==> src/rwb_defines.svh <==
// Purpose: Constants for the reset, wake-up and brownout controller
// Assumes: Included by its bare name
// Notes: Time figures in ns, pin pulse count derived from the 40 MHz clock
`ifndef RWB_DEFINES_SVH
`define RWB_DEFINES_SVH
`define RWB_CLK_PERIOD_NS    25
`define RWB_PIN_PULSE_NS     50
`define RWB_PIN_PULSE_CYC    ((`RWB_PIN_PULSE_NS + `RWB_CLK_PERIOD_NS - 1) / `RWB_CLK_PERIOD_NS)
`define RWB_RST_STRETCH_CYC  4
`define RWB_BOOT_VECTOR      32'h0000_0000
`define RWB_CLKON_WAIT_CYC   2
`endif

==> src/rwb_pkg.sv <==
// Purpose: Types for the reset, wake-up and brownout controller
// Assumes: Nothing
// Notes: Power modes and wake sequencer states
package rwb_pkg;
    typedef enum logic [2:0] {
        RWB_MODE_RUN, RWB_MODE_SLEEP, RWB_MODE_DEEP_SLEEP,
        RWB_MODE_POWER_DOWN, RWB_MODE_DEEP_PD
    } rwb_mode_t;
    typedef enum logic [2:0] {
        RWB_ST_RUN, RWB_ST_LOWPOWER, RWB_ST_CLKON, RWB_ST_PRESENT
    } rwb_state_t;
endpackage

==> src/rwb_rst_if.sv <==
// Purpose: Carries the combined reset request to the reset stretcher
// Assumes: One clock domain
// Notes: Request in, synchronous reset out
`timescale 1ns/1ps
`default_nettype none
interface rwb_rst_if;
    logic request;
    logic chip_reset;
    modport ctrl (output request, input chip_reset);
    modport stretch (input request, output chip_reset);
endinterface
`default_nettype wire

==> src/rwb_ctrl.sv <==
// Purpose: Wake-up gating, reset merging and brownout handling
// Assumes: Configuration bits come from logic on clk; pins are asynchronous
// Notes: Mode entry is requested by the core through lp_enter with lp_mode
`timescale 1ns/1ps
`default_nettype none
`include "rwb_defines.svh"
module rwb_ctrl #(
    parameter int IRQ_W  = 32,
    parameter int PIN_W  = 8,
    parameter int PER_W  = 8,
    parameter int BOD_LV = 4
) (
    input  wire logic               clk,
    input  wire logic               reset,
    input  wire logic               clk_en,
    input  wire logic               por_n,
    input  wire logic               external_reset_pin_n,
    input  wire logic               wake_pin,
    input  wire logic               lp_enter,
    input  wire rwb_pkg::rwb_mode_t lp_mode,
    input  wire logic [IRQ_W-1:0]   irq_pending,
    input  wire logic [IRQ_W-1:0]   core_interrupt_controller_en,
    input  wire logic [PIN_W-1:0]   pin_irq,
    input  wire logic [PIN_W-1:0]   pin_start_logic_enable,
    input  wire logic [PER_W-1:0]   periph_irq,
    input  wire logic [PER_W-1:0]   periph_start_logic_enable,
    input  wire logic [PIN_W-1:0]   pin_irq_ctrl_en,
    input  wire logic [PER_W-1:0]   periph_irq_ctrl_en,
    input  wire logic               pin_function_enable_reg_reset,
    input  wire logic               deep_powerdown_control_reg_wake,
    input  wire logic               deep_powerdown_control_reg_reset,
    input  wire logic               deep_powerdown_control_reg_lposc_en,
    input  wire logic               deep_powerdown_control_reg_lposc_dpd,
    input  wire logic               self_wake_timeout,
    input  wire logic [BOD_LV-1:0]  brownout_below,
    input  wire logic [1:0]         brownout_irq_level,
    input  wire logic [1:0]         brownout_rst_level,
    input  wire logic               brownout_control_reg_irq_en,
    input  wire logic               brownout_control_reg_rst_en,
    input  wire logic               sleep_power_config_reg_bod_on,
    input  wire logic               sleep_power_config_reg_watchdog_oscillator_on,
    input  wire logic               windowed_watchdog_running,
    input  wire logic               watchdog_mode_reg_irq_en,
    input  wire logic               watchdog_mode_reg_rst_en,
    input  wire logic               watchdog_irq,
    input  wire logic               watchdog_timeout,
    input  wire logic [2:0]         periph_wdt_idx,
    input  wire logic [2:0]         periph_bod_idx,
    output logic                    chip_reset,
    output logic                    core_clk_en,
    output logic                    periph_clk_en,
    output logic                    fro_on,
    output logic                    flash_init,
    output logic                    brownout_irq,
    output logic                    brownout_status,
    output logic                    irq_present,
    output logic                    in_low_power,
    output logic [31:0]             boot_fetch_addr
);
    import rwb_pkg::*;

    logic        rpin_s1, rpin_s2, wpin_s1, wpin_s2, por_s1, por_s2;
    logic [BOD_LV-1:0] bod_s1, bod_s2;
    logic [1:0]  pulse_cnt;
    logic        pin_rst_req;
    rwb_state_t  state;
    rwb_mode_t   mode;
    logic [1:0]  clkon_cnt;
    logic        bod_irq_lvl, bod_rst_lvl, deep, dpd;
    logic        wake_sleep, wake_deep, wake_dpd, wake_any;
    logic        bod_wake_ok, wdt_wake_ok, rst_any;
    rwb_rst_if   rif ();

    // Two-stage synchronisers for pins and the analog comparators
    always_ff @(posedge clk or posedge reset) begin
        if (reset) begin
            rpin_s1 <= 1'b1;
            rpin_s2 <= 1'b1;
            wpin_s1 <= 1'b0;
            wpin_s2 <= 1'b0;
            por_s1  <= 1'b0;
            por_s2  <= 1'b0;
            bod_s1  <= '0;
            bod_s2  <= '0;
        end else if (clk_en) begin
            rpin_s1 <= external_reset_pin_n;
            rpin_s2 <= rpin_s1;
            wpin_s1 <= wake_pin;
            wpin_s2 <= wpin_s1;
            por_s1  <= por_n;
            por_s2  <= por_s1;
            bod_s1  <= brownout_below;
            bod_s2  <= bod_s1;
        end
    end

    // Qualify a low reset pin for the minimum pulse width
    always_ff @(posedge clk or posedge reset) begin
        if (reset) begin
            pulse_cnt <= 2'h0;
        end else if (clk_en) begin
            if (rpin_s2) begin
                pulse_cnt <= 2'h0;
            end else if (pulse_cnt != 2'(`RWB_PIN_PULSE_CYC)) begin
                pulse_cnt <= pulse_cnt + 2'h1;
            end
        end
    end

    assign dpd  = (state == RWB_ST_LOWPOWER) && (mode == RWB_MODE_DEEP_PD);
    assign deep = (state == RWB_ST_LOWPOWER) &&
                  (mode == RWB_MODE_DEEP_SLEEP || mode == RWB_MODE_POWER_DOWN);

    // Reset pin counts only when its function is enabled for the mode
    assign pin_rst_req = (pulse_cnt == 2'(`RWB_PIN_PULSE_CYC)) &&
        (dpd ? deep_powerdown_control_reg_reset
             : pin_function_enable_reg_reset);

    // Brownout level selection for interrupt and reset
    assign bod_irq_lvl = bod_s2[brownout_irq_level];
    assign bod_rst_lvl = bod_s2[brownout_rst_level] && brownout_control_reg_rst_en;
    assign bod_wake_ok = !deep || sleep_power_config_reg_bod_on;
    assign wdt_wake_ok = !deep || sleep_power_config_reg_watchdog_oscillator_on;

    // Merge all reset sources; low-power qualifications for brownout and watchdog
    assign rst_any = !por_s2 || pin_rst_req ||
        (bod_rst_lvl && bod_wake_ok && !dpd) ||
        (watchdog_timeout && windowed_watchdog_running &&
         watchdog_mode_reg_rst_en && wdt_wake_ok && !dpd);
    assign rif.request = rst_any;

    rwb_rst_stretch u_stretch (
        .clk    (clk),
        .reset  (reset),
        .clk_en (clk_en),
        .rif    (rif)
    );

    assign chip_reset      = rif.chip_reset;
    assign flash_init      = rif.chip_reset;
    assign boot_fetch_addr = `RWB_BOOT_VECTOR;

    // Brownout interrupt and polled status registers
    always_ff @(posedge clk or posedge reset) begin
        if (reset) begin
            brownout_irq    <= 1'b0;
            brownout_status <= 1'b0;
        end else if (clk_en) begin
            brownout_irq    <= bod_irq_lvl && brownout_control_reg_irq_en;
            brownout_status <= bod_irq_lvl;
        end
    end

    // Wake qualification per mode
    assign wake_sleep = |(irq_pending & core_interrupt_controller_en);
    assign wake_deep  = |(pin_irq & pin_start_logic_enable & pin_irq_ctrl_en) ||
        |(periph_irq & periph_start_logic_enable & periph_irq_ctrl_en &
          ~(PER_W'(1) << periph_wdt_idx) & ~(PER_W'(1) << periph_bod_idx)) ||
        (brownout_irq && periph_start_logic_enable[periph_bod_idx] &&
         periph_irq_ctrl_en[periph_bod_idx] && sleep_power_config_reg_bod_on) ||
        (watchdog_irq && windowed_watchdog_running && watchdog_mode_reg_irq_en &&
         periph_start_logic_enable[periph_wdt_idx] &&
         periph_irq_ctrl_en[periph_wdt_idx] && sleep_power_config_reg_watchdog_oscillator_on);
    assign wake_dpd = (wpin_s2 && deep_powerdown_control_reg_wake) ||
        (self_wake_timeout && deep_powerdown_control_reg_lposc_en &&
         deep_powerdown_control_reg_lposc_dpd);
    assign wake_any = (mode == RWB_MODE_SLEEP) ? wake_sleep :
                      (mode == RWB_MODE_DEEP_PD) ? wake_dpd : wake_deep;

    // Power mode sequencer
    always_ff @(posedge clk or posedge reset) begin
        if (reset) begin
            state     <= RWB_ST_RUN;
            mode      <= RWB_MODE_RUN;
            clkon_cnt <= 2'h0;
        end else if (clk_en) begin
            if (rif.chip_reset) begin
                state <= RWB_ST_RUN;
                mode  <= RWB_MODE_RUN;
            end else begin
                case (state)
                    RWB_ST_RUN: begin
                        if (lp_enter && lp_mode != RWB_MODE_RUN) begin
                            state <= RWB_ST_LOWPOWER;
                            mode  <= lp_mode;
                        end
                    end
                    RWB_ST_LOWPOWER: begin
                        if (wake_any) begin
                            state     <= RWB_ST_CLKON;
                            clkon_cnt <= 2'(`RWB_CLKON_WAIT_CYC);
                        end
                    end
                    RWB_ST_CLKON: begin
                        if (clkon_cnt == 2'h1) begin
                            state <= RWB_ST_PRESENT;
                        end
                        clkon_cnt <= clkon_cnt - 2'h1;
                    end
                    RWB_ST_PRESENT: begin
                        state <= RWB_ST_RUN;
                        mode  <= RWB_MODE_RUN;
                    end
                    default: begin
                        state <= RWB_ST_RUN;
                    end
                endcase
            end
        end
    end

    // Clock gates: sleep stops only the core, deeper modes stop more
    assign core_clk_en   = (state != RWB_ST_LOWPOWER) && !rif.chip_reset;
    assign periph_clk_en = !((state == RWB_ST_LOWPOWER) && (mode != RWB_MODE_SLEEP));
    assign fro_on        = rif.chip_reset || !((state == RWB_ST_LOWPOWER) &&
        (mode == RWB_MODE_POWER_DOWN || mode == RWB_MODE_DEEP_PD));
    assign irq_present   = (state == RWB_ST_PRESENT);
    assign in_low_power  = (state == RWB_ST_LOWPOWER);
endmodule // rwb_ctrl
`default_nettype wire

==> src/rwb_rst_stretch.sv <==
// Purpose: Holds chip reset while any source is active, then releases it
// Assumes: Request is already synchronous to clk
// Notes: Release comes a fixed count of cycles after the last request
`timescale 1ns/1ps
`default_nettype none
`include "rwb_defines.svh"
module rwb_rst_stretch (
    input  wire logic   clk,
    input  wire logic   reset,
    input  wire logic   clk_en,
    rwb_rst_if.stretch  rif
);
    import rwb_pkg::*;
    logic [3:0] hold_cnt;

    // Count down after the last request; reset stays until zero
    always_ff @(posedge clk or posedge reset) begin
        if (reset) begin
            hold_cnt <= 4'(`RWB_RST_STRETCH_CYC);
        end else if (clk_en) begin
            if (rif.request) begin
                hold_cnt <= 4'(`RWB_RST_STRETCH_CYC);
            end else if (hold_cnt != 4'h0) begin
                hold_cnt <= hold_cnt - 4'h1;
            end
        end
    end

    assign rif.chip_reset = rif.request || (hold_cnt != 4'h0);
endmodule // rwb_rst_stretch
`default_nettype wire

==> config.mk <==
export PLATFORM = sky130hd
export DESIGN_NAME = rwb_ctrl
export DESIGN_NICKNAME = d
export VERILOG_FILES = /design/src/rwb_pkg.sv /design/src/rwb_rst_if.sv /design/src/rwb_ctrl.sv /design/src/rwb_rst_stretch.sv
export VERILOG_INCLUDE_DIRS = /design/src
export SDC_FILE = /design/constraint.sdc
export NUM_CORES = 1
export LEC_CHECK = 0
export BUFFER_PORTS_ARGS = -buffer_cell sky130_fd_sc_hd__buf_4
export CORE_ASPECT_RATIO = 1.4
export CORE_UTILIZATION = 37
export DETAILED_ROUTE_END_ITERATION = 10
export GPL_ROUTABILITY_DRIVEN = 0
export PLACE_DENSITY = 0.78
export SLEW_MARGIN = 10
export SYNTH_ARGS = -nofsm -noshare
export SYNTH_HDL_FRONTEND = slang
export SYNTH_HIERARCHICAL = 1
export SYNTH_SLANG_ARGS = --single-unit
==> constraint.sdc <==
create_clock -name clk -period 2.6 [get_ports clk]
set_input_delay 0.39 -clock clk [delete_from_list [all_inputs] [get_ports clk]]
set_output_delay 0.39 -clock clk [all_outputs]
set_load 0.005 [all_outputs]
=== Word level (Yosys, flattened, before mapping) ===
Cells that the tools add are included.
Widths: inputs -> output; s select.

* Bits of input ports: 151
* Register bits: 30
* Logic and storage cells: 139

* Shift operators: 2
* Add/sub/neg operators: 3
* Reduce and logical (&&, ||, !) cells: 60
* Bitwise operators: 10
* Magnitude comparators: 4
* Equal/unequal tests: 16
* Mux-type cells: 29

{| class="wikitable"
|+ Operators with widths
! operator !! count
|-
| $and 8x8->8 || 6
|-
| $and 32x32->32 || 1
|-
| $reduce_or 32->1 || 1
|-
| $logic_and 1x1->1 || 26
|-
| $mux 3 || 6
|-
| $not 8->8 || 2
|-
| $reduce_or 8->1 || 2
|-
| $shl 1x3->8 const A || 2
|-
| $logic_or 1x1->1 || 13
|-
| $bmux 1 s3 || 4
|-
| $eq 3x2->1 const B || 4
|-
| $mux 1 || 9
|-
| $ne 3x1->1 const B || 3
|-
| $pmux 3 s3 || 1
|-
| $lt 3x4->1 const B || 2
|-
| $mux 4 || 2
|-
| $reduce_and 4->1 || 2
|-
| $eq 3x1->1 const B || 2
|-
| $logic_not 1->1 || 6
|-
| $lt 2x3->1 const B || 2
|-
| $mux 2 || 3
|-
| $ne 3x3->1 const B || 2
|-
| $pmux 3 s2 || 1
|-
| $reduce_bool 2->1 || 3
|-
| 16 further kinds || 19
|}

=== Logic depth before layout (Yosys ltp) ===
Gate-level depths: netlist (run 1).

* Word-level depth: 13
* Depth in mapped cells: 13
* Mapped depth without buffers: 13

=== Hierarchy ===
The synthesis (run 1) kept the hierarchy.

{| class="wikitable"
|+ Modules (own cells, without submodules)
! module !! times used !! cells each !! area each (um2) !! sequential area each (um2)
|-
| rwb_ctrl || 1 || 248 || 2,245.9 || 628.1
|-
| rwb_rst_stretch || 1 || 27 || 257.7 || 101.3
|}

=== Worst setup path before layout (run 1) ===
No wires, ideal clock.

* Kind: reg2reg
* Start: register state[1]
* End: register mode[0]
* Slack: -0.304 ns
* Data arrival time: 2.836 ns
* Data required time: 2.532 ns
* Stages on the path, launching flop included: 10
* Path buffers: 0
* Path through: dfrtp_1 -> inv_1 -> ha_1 -> or3b_2 -> mux2i_1 -> o21ai_0 -> a21o_1 -> or4b_4 -> o311ai_0 -> a22o_1

* Word-level cells in the longest chain between the ends: 11

{| class="wikitable"
|+ Ends and longest elaborated chain
! item !! line !! RTL
|-
| start: declaration || rwb_ctrl.sv:66 || <nowiki>rwb_state_t state;</nowiki>
|-
| start signal: assignment || rwb_ctrl.sv:173 || <nowiki>state <= RWB_ST_RUN;</nowiki>
|-
| start signal: assignment || rwb_ctrl.sv:178 || <nowiki>state <= RWB_ST_RUN;</nowiki>
|-
| start signal: assignment || rwb_ctrl.sv:184 || <nowiki>state <= RWB_ST_LOWPOWER;</nowiki>
|-
| $eq 3x1->1 * || -- ||
|-
| via in_low_power || rwb_ctrl.sv:57 || <nowiki>output logic in_low_power,</nowiki>
|-
| $logic_and 1x1->1 || rwb_ctrl.sv:111 || <nowiki>assign deep = (state == RWB_ST_LOWPOWER) &&</nowiki>
|-
| $logic_not 1->1 || rwb_ctrl.sv:122, rwb_ctrl.sv:123 ||
|-
| $logic_or 1x1->1 || rwb_ctrl.sv:122 || <nowiki>assign bod_wake_ok = !deep || sleep_power_config_reg_bod_on;</nowiki>
|-
| $logic_and 1x1->1 (2 in series) || rwb_ctrl.sv:127 || <nowiki>(bod_rst_lvl && bod_wake_ok && !dpd) ||</nowiki>
|-
| $logic_or 1x1->1 || rwb_ctrl.sv:126 || <nowiki>assign rst_any = !por_s2 || pin_rst_req ||</nowiki>
|-
| $logic_or 1x1->1 * || rwb_ctrl.sv:127 ||
|-
| via rif.request || rwb_rst_if.sv:7 || <nowiki>logic request;</nowiki>
|-
| $logic_or 1x1->1 * || rwb_rst_stretch.sv:29 || <nowiki>assign rif.chip_reset = rif.request || (hold_cnt != 4'h0);</nowiki>
|-
| via chip_reset || rwb_ctrl.sv:49 || <nowiki>output logic chip_reset,</nowiki>
|-
| $ne 3x3->1 (no source line) or $reduce_bool 3->1 (tied branches) || -- ||
|-
| $reduce_and 3->1 (no source line) || -- ||
|-
| end signal: assignment || rwb_ctrl.sv:185 || <nowiki>mode <= lp_mode;</nowiki>
|-
| end: declaration || rwb_ctrl.sv:67 || <nowiki>rwb_mode_t mode;</nowiki>
|}

Mark *: on every way through the listed nets, which the timed path passes. The rest lies on a longest branch.
A chain may end at the register's enable or synchronous reset.

=== Worst setup path after layout (run 1) ===
* Start: register state[1]
* End: output core_clk_en

* Word-level cells in the longest chain between the ends: 11

{| class="wikitable"
|+ Ends and longest elaborated chain
! item !! line !! RTL
|-
| $eq 3x1->1 * || rwb_ctrl.sv:110, rwb_ctrl.sv:111 ||
|-
| $logic_and 1x1->1 || rwb_ctrl.sv:111 ||
|-
| $logic_not 1->1 || rwb_ctrl.sv:122, rwb_ctrl.sv:123 ||
|-
| $logic_or 1x1->1 || rwb_ctrl.sv:122 ||
|-
| $logic_and 1x1->1 (2 in series) || rwb_ctrl.sv:127 ||
|-
| $logic_or 1x1->1 || rwb_ctrl.sv:126 ||
|-
| $logic_or 1x1->1 * || rwb_ctrl.sv:127 ||
|-
| via rif.request || rwb_rst_if.sv:7 ||
|-
| $logic_or 1x1->1 * || rwb_rst_stretch.sv:29 ||
|-
| $logic_not 1->1 * || rwb_ctrl.sv:213 || <nowiki>assign core_clk_en = (state != RWB_ST_LOWPOWER) && !rif.chip_reset;</nowiki>
|-
| $logic_and 1x1->1 * || rwb_ctrl.sv:213 ||
|-
| end: declaration || rwb_ctrl.sv:50 || <nowiki>output logic core_clk_en,</nowiki>
|}

Marked as above.

==> results of run 1 <==
-- flip-flops by register name, indices dropped and copies added (netlist names), 2 cells and up --
name	cells
pulse_cnt	2
mode	3
bod_s1	4
clkon_cnt	2
bod_s2	4
state	2
u_stretch/hold_cnt	4
-- logic make-up (layout without fill, tap and decap cells) --
| logic type | count (synthesis) | count (layout) | share of synthesized area (%) |
|---|---|---|---|
| compound gates | 67 | 67 | 19.6 |
| fa+ha+maj | 8 | 8 | 4.00 |
| mux | 28 | 28 | 14.2 |
| simple gates | 85 | 85 | 18.9 |
| other cells | 1 | 32 | 0.150 |
| buf+inv | 57 | 201 | 14.0 |
| flops | 29 | 29 | 29.1 |
-- timing repair --
action / CTS / global route
gates cloned: 0 / 0
endpoints found under the setup margin: 11 / 13
pin swaps: 4 / 2
gates resized for setup: 12 / 0
buffers inserted: 3 / 2
hold buffers: 1 / 0
hold endpoints to repair: 3 / 0
-- worst register-to-register path, cell delays in order, from the launching register on --
cell,delay (ps)
dfrtp_1,380
inv_2,80
ha_4,140
or3b_4,380
mux2i_1,160
o21ai_1,70
a21o_1,170
or4b_4,600
inv_4,80
buf_4,140
nand3_4,90
nand2_4,100
a21oi_1,50
o21ai_1,130
mux2i_1,200
-- final cells by class --
cell class | count | area share [%]
clock buffer | 7 | 2.17
clock inverter | 1 | 0.756
inverter | 15 | 1.48
multi-input combinational | 220 | 40.7
sequential | 29 | 18.4
tap | 74 | 2.33
timing repair buffer | 178 | 34.2
-- worst paths after layout --
path	to	from
min in group asynchronous	u_stretch/hold_cnt[1]	reset
max in group asynchronous	bod_s1[1]	reset
hold / removal	bod_s1[3]	brownout_below[3]
hold reg to reg	bod_s1[3]	bod_s1[3]
setup / recovery	core_clk_en	state[1]
setup reg to reg	state[1]	state[1]
-- layer usage --
layer	wire length (um)	global-route usage [%]	vias to the layer above
met5	0	0	-
met4	167	8.90	0
met3	630	4.66	16
met2	4990	50.0	152
met1	2650	22.3	1334
li1	-	-	1322
-- layout by cell type (no fill, tap or decap), types with 5 or more instances in the layout --
cell type,count
buf_4,172
conb_1,32
dfrtp_1,26
nand2_1,21
mux2_2,16
a22oi_1,16
nand3_1,16
inv_1,13
o21ai_0,8
nand4_1,7
mux2i_1,7
a21oi_1,7
ha_1,7
clkbuf_8,6
nand2b_1,5
nor2_1,5
buf_6,5
-- stage by stage --
stage,worst slack [ps],cell area [sq um],instances
after floorplan,-58.5,2650,306
after global placement,-48.8,3740,510
after detailed placement,-124,3740,510
after CTS,-295,3960,522
after global routing,-471,3970,524
final,-328,3970,524
-- power breakdown --
group          leakage [uW]  switching (uW)  internal (uW)
sequential         0.000355            63.3            539
combinational       0.00155             344            422
clock             0.0000585             166            312
==> summary.txt, run 1 <==
Run status
  • Outcome: complete, but fails checks
  • Failing checks: setup timing

Timing
  • Clk_skew: 3.67 ps
  • Setup violations, final: 13
  • RSZ-0062 raised after global routing: yes
  • Slew @ Worst Pin: 972 ps
  • Setup TNS: -2590 ps
  • Tmin final: 2930 ps
  • Slew HR: 35.1%
  • Fin worst setup slack: -328 ps
  • Maximum clock frequency: 341 MHz
  • Number of hold violations in the final report: 0
  • Slew Viols, Final: 0
  • Tcrit/Tclk final: 113%
  • Hold Slack: 343 ps

Floorplan
  • Row cnt: 35
  • Die span in x: 71.5 um
  • Initial Utilization: 38.1%
  • Core area: 6570 sq um
  • Die Ht: 99.3 um
  • I/O Pins: 192
  • Die ar.: 7100 sq um

Setup path
  • Cell Chain, Critical Path: inv_2 > ha_4 > or3b_4 > mux2i_1 > o21ai_1 > a21o_1 > or4b_4 > nor2_1 > buf_4
  • Crit Path Max Fanout: 4
  • WP depth: 9
  • Crit-path slowest cell: or4b_4
  • Reg-to-reg slack, setup: -240 ps
  • CP endpoint kind: output pin
  • Data arrival, critical path: 2540 ps
  • Critical path class: reg2out
  • CP top delay family: simple AND/OR/NAND/NOR gates
  • Critical path buffer and inverter count: 2
  • Worst stage delay on the critical path: 600 ps
  • Worst Setup Start Kind: flip-flop
  • Req. time, crit path: 2210 ps
  • R2R depth: 14

Layout
  • Layout cells sized above 1: 49.3%
  • Seq. cell area: 729 sq um
  • Area Growth Syn to Fin: 58.6%
  • FILL cells: 586
  • Fin nets: 608
  • Ant. Diodes: 0
  • Area of the multi-input gates: 1620 sq um
  • Final core occ: 60.5%

Clock tree
  • CTS max path bufs: 2
  • CTS tree: built
  • CTS clk-pin slew, worst paths: 60 ps
  • Clk_lat worst skew: 280 ps
  • Number of clock sinks: 29
  • H-tree lvl count: 2
  • Root buf cell: clkbuf_8
  • Cts bufs inserted: 5

Drt
  • DRC viols: 0
  • DR pass1 iterations: 4
  • Vias: 2824
  • Routed Antenna Nets: 0
  • Routed len/inst: 16.1 um
  • Via density: 5.39
  • Routed WL: 8440 um
  • Initial DRC count: 146

Yosys
  • Synth area leaders: dfrtp_1, buf_4, mux2_2
  • Syn Inst Count: 275
  • Number of synthesized flops with an enable pin: 0
  • Cell Area, Synth: 2500 sq um
  • Most common cell in the netlist: buf_4
  • Main flop type after synthesis: dfrtp_1
  • Sequential fraction of the synthesis area: 29.1%
  • Synthesized flop and latch total: 29
  • Largest area contributor in the netlist: dfrtp_1
  • Avg Cell Area, Syn: 9.10 sq um
  • YS warnings: 6
  • Async SR Flop Fraction: 100%
  • Synth top area share: 26.0%
  • Synth cell types: 54
  • Synth cell count leaders: buf_4, dfrtp_1, nand2_1

Power and ir drop
  • Total Power: 1850 uW
  • Pwr dens: 465 nW/um^2
  • P_leak: 0.00196 uW
  • Max VDD drop: 0.000408 V

Global route
  • GRT Residual Overflow: 0
  • Initial antenna violation count: 0
  • GRT Util Overall: 24.1%
  • Largest net degree at the start of global routing: 31
  • Number of global-route vias before repair: 2865
  • First-pass GRT wire length: 13100 um

Min path
  • Hold Path Depth: 2
  • Worst Hold Class: in2reg

Place
  • Port Buf Inserts: 159
  • HPWL after detailed placement: 6900 um

Flow run
  • Max-cap violations: 0
(Power assumes the default switching activity.)
==> inputs of run 2 (changes only) <==
--- a/config.mk
+++ b/config.mk
@@ -11,7 +11,8 @@
 export CORE_UTILIZATION = 37
 export DETAILED_ROUTE_END_ITERATION = 10
 export GPL_ROUTABILITY_DRIVEN = 0
-export PLACE_DENSITY = 0.78
+export MAX_ROUTING_LAYER = met4
+export PLACE_DENSITY = 0.75
 export SLEW_MARGIN = 10
 export SYNTH_ARGS = -nofsm -noshare
 export SYNTH_HDL_FRONTEND = slang
==> run 2 against run 1 <==
Net effect: the flow still finishes with violations (setup timing); combinational power is 3.3% higher; sequential share of layout area decreased by 0.32 points; non-clock buffer count rose by 3; final area up 1.8%; critical endpoint is now fro_on; largest cell class unchanged; flip-flop and latch count is the same.
==> summary.txt, run 2 (same netlist as run 1, synthesis figures left out) <==
Layout
  • Layout cells sized above 1: 50.6%
  • Ant. Diodes: 0
  • Commonest non-fill, non-tap cell in the layout: buf_4
  • Cell Count, Final, Fillers Out: 527
  • Fin nets: 611
  • Commonest cells after routing, fill and taps aside: buf_4, conb_1, dfrtp_1, nand2_1
  • Area Growth Syn to Fin: 61.5%
  • Regs by FF count: bod_s1 x4, bod_s2 x4, u_stretch/hold_cnt x4

Run status
  • Outcome: complete, but fails checks
  • Failing checks: setup timing

Timing
  • Clk_skew: 4.31 ps
  • Number of hold violations in the final report: 0
  • Slew @ Worst Pin: 985 ps
  • Fin worst setup slack: -330 ps
  • Slew HR: 34.3%
  • Tcrit/Tclk final: 113%
  • Setup violations, final: 13
  • Tmin final: 2930 ps
  • RSZ-0062 raised after global routing: yes
  • Maximum clock frequency: 341 MHz
  • Slew Viols, Final: 0

Global route
  • GRT Residual Overflow: 0
  • Number of global-route vias before repair: 2811
  • Initial antenna violation count: 0
  • GRT Util Overall: 24.0%
  • First-pass GRT wire length: 12700 um
  • Largest net degree at the start of global routing: 31

Drt
  • DRC viols: 0
  • DR pass1 iterations: 4
  • Routed WL: 8540 um
  • Initial DRC count: 118
  • Routed Antenna Nets: 0
  • Routed len/inst: 16.2 um
  • Via density: 5.32
  • Vias: 2803

Floorplan
  • Core area: 6570 sq um
  • Die ar.: 7100 sq um
  • Initial Utilization: 38.1%
  • Row cnt: 35
  • Die Ht: 99.3 um
  • I/O Pins: 192
  • Die span in x: 71.5 um

Clock tree
  • H-tree lvl count: 2
  • Number of clock sinks: 29
  • Clk_lat worst skew: 280 ps
  • Root buf cell: clkbuf_8
  • CTS clk-pin slew, worst paths: 60 ps
  • Cts bufs inserted: 5
  • CTS tree: built
  • CTS max path bufs: 2

Setup path
  • Crit Path Max Fanout: 4
  • Worst Setup Start Kind: flip-flop
  • CP endpoint kind: output pin
  • Critical path class: reg2out
  • Reg-to-reg slack, setup: -270 ps
  • Data arrival, critical path: 2540 ps
  • Req. time, crit path: 2210 ps

Power and ir drop
  • Total Power: 1870 uW
  • Max VDD drop: 0.000358 V
  • Combinational power share: 42.3%
  • Pwr dens: 463 nW/um^2
  • Part of the power in registers: 32.1%
  • NetSw: 577 uW
  • Clock power share: 25.6%
  • P_leak: 0.00199 uW
  • Pint: 1290 uW
  • Switching part of the total: 30.8%

Place
  • Placed instance count: 509
  • HPWL after detailed placement: 6950 um
  • Port Buf Inserts: 159

Min path
  • Worst Hold Class: in2reg

Flow run
  • Max-cap violations: 0
==> run 2: layout make-up <==
cell class / count / area (sq um)
clock buffer: 7 / 86.3
fill: 572 / 2530
multi-input combinational: 220 / 1650
tap: 74 / 92.6
clock inverter: 1 / 30.0
sequential: 29 / 729
timing repair buffer: 181 / 1400
inverter: 15 / 58.8
==> run 2: power by group through the flow <==
| stage | Combinational, uW | Clock, uW | Sequential, uW |
|---|---|---|---|
| 2_1_floorplan | 414 | 0 | 591 |
| 3_3_place_gp | 681 | 0 | 602 |
| 3_5_place_dp | 701 | 0 | 607 |
| 4_1_cts | 755 | 487 | 599 |
| 5_1_grt | 857 | 507 | 613 |
| 6_report | 792 | 479 | 600 |
==> run 2: worst paths after layout <==
kind | startpoint | endpoint | cells past startpoint
setup / recovery | state[1] | fro_on | 10
hold / removal | por_n | por_s1 | 2
setup reg to reg | state[1] | state[0] | 14
hold reg to reg | por_s1 | por_s2 | 1
max in group asynchronous | reset | brownout_status | 3
min in group asynchronous | reset | u_stretch/hold_cnt[3] | 3
==> run 2: layer usage <==
metal | vias to the layer above | part of all wire [%] | GRT usage [%]
met5 | - | 0 | -
met3 | 21 | 5.5 | 3.14
met4 | 0 | 2.9 | 9.05
met1 | 1327 | 34 | 22.1
li1 | 1321 | - | -
met2 | 134 | 57 | 48.4
==> run 2: stage by stage <==
step	TNS (ps)	instance area (sq um)	hold WS [ps]	setup slack, ps	util (%)
finish	-2960	4040	340	-330	61.5
global route	-4740	4040	326	-457	61.5
CTS	-2710	3970	333	-316	60.4
detailed placement	-985	3730	298	-158	56.8
global placement	-356	3730	295	-76.1	56.8
floorplan	-264	2650	155	-58.5	-
==> run 2: repair_timing <==
item,4_1_cts,5_1_grt
setup buffers,4,5
resized for setup,13,9
pin swaps,6,5
gates cloned,0,0
hold buffers,1,0
endpoints found under the setup margin,11,13
hold endpoints to repair,3,0
==> run 2: worst max-delay path, cell delays in order, from the launching register on <==
cell and delay [ps]:
dfrtp_1 390, inv_2 80, ha_4 150, or3b_4 380, mux2i_1 160, o21ai_1 70
a21o_1 170, or4b_4 590, inv_4 80, nand3_2 60, buf_6 120
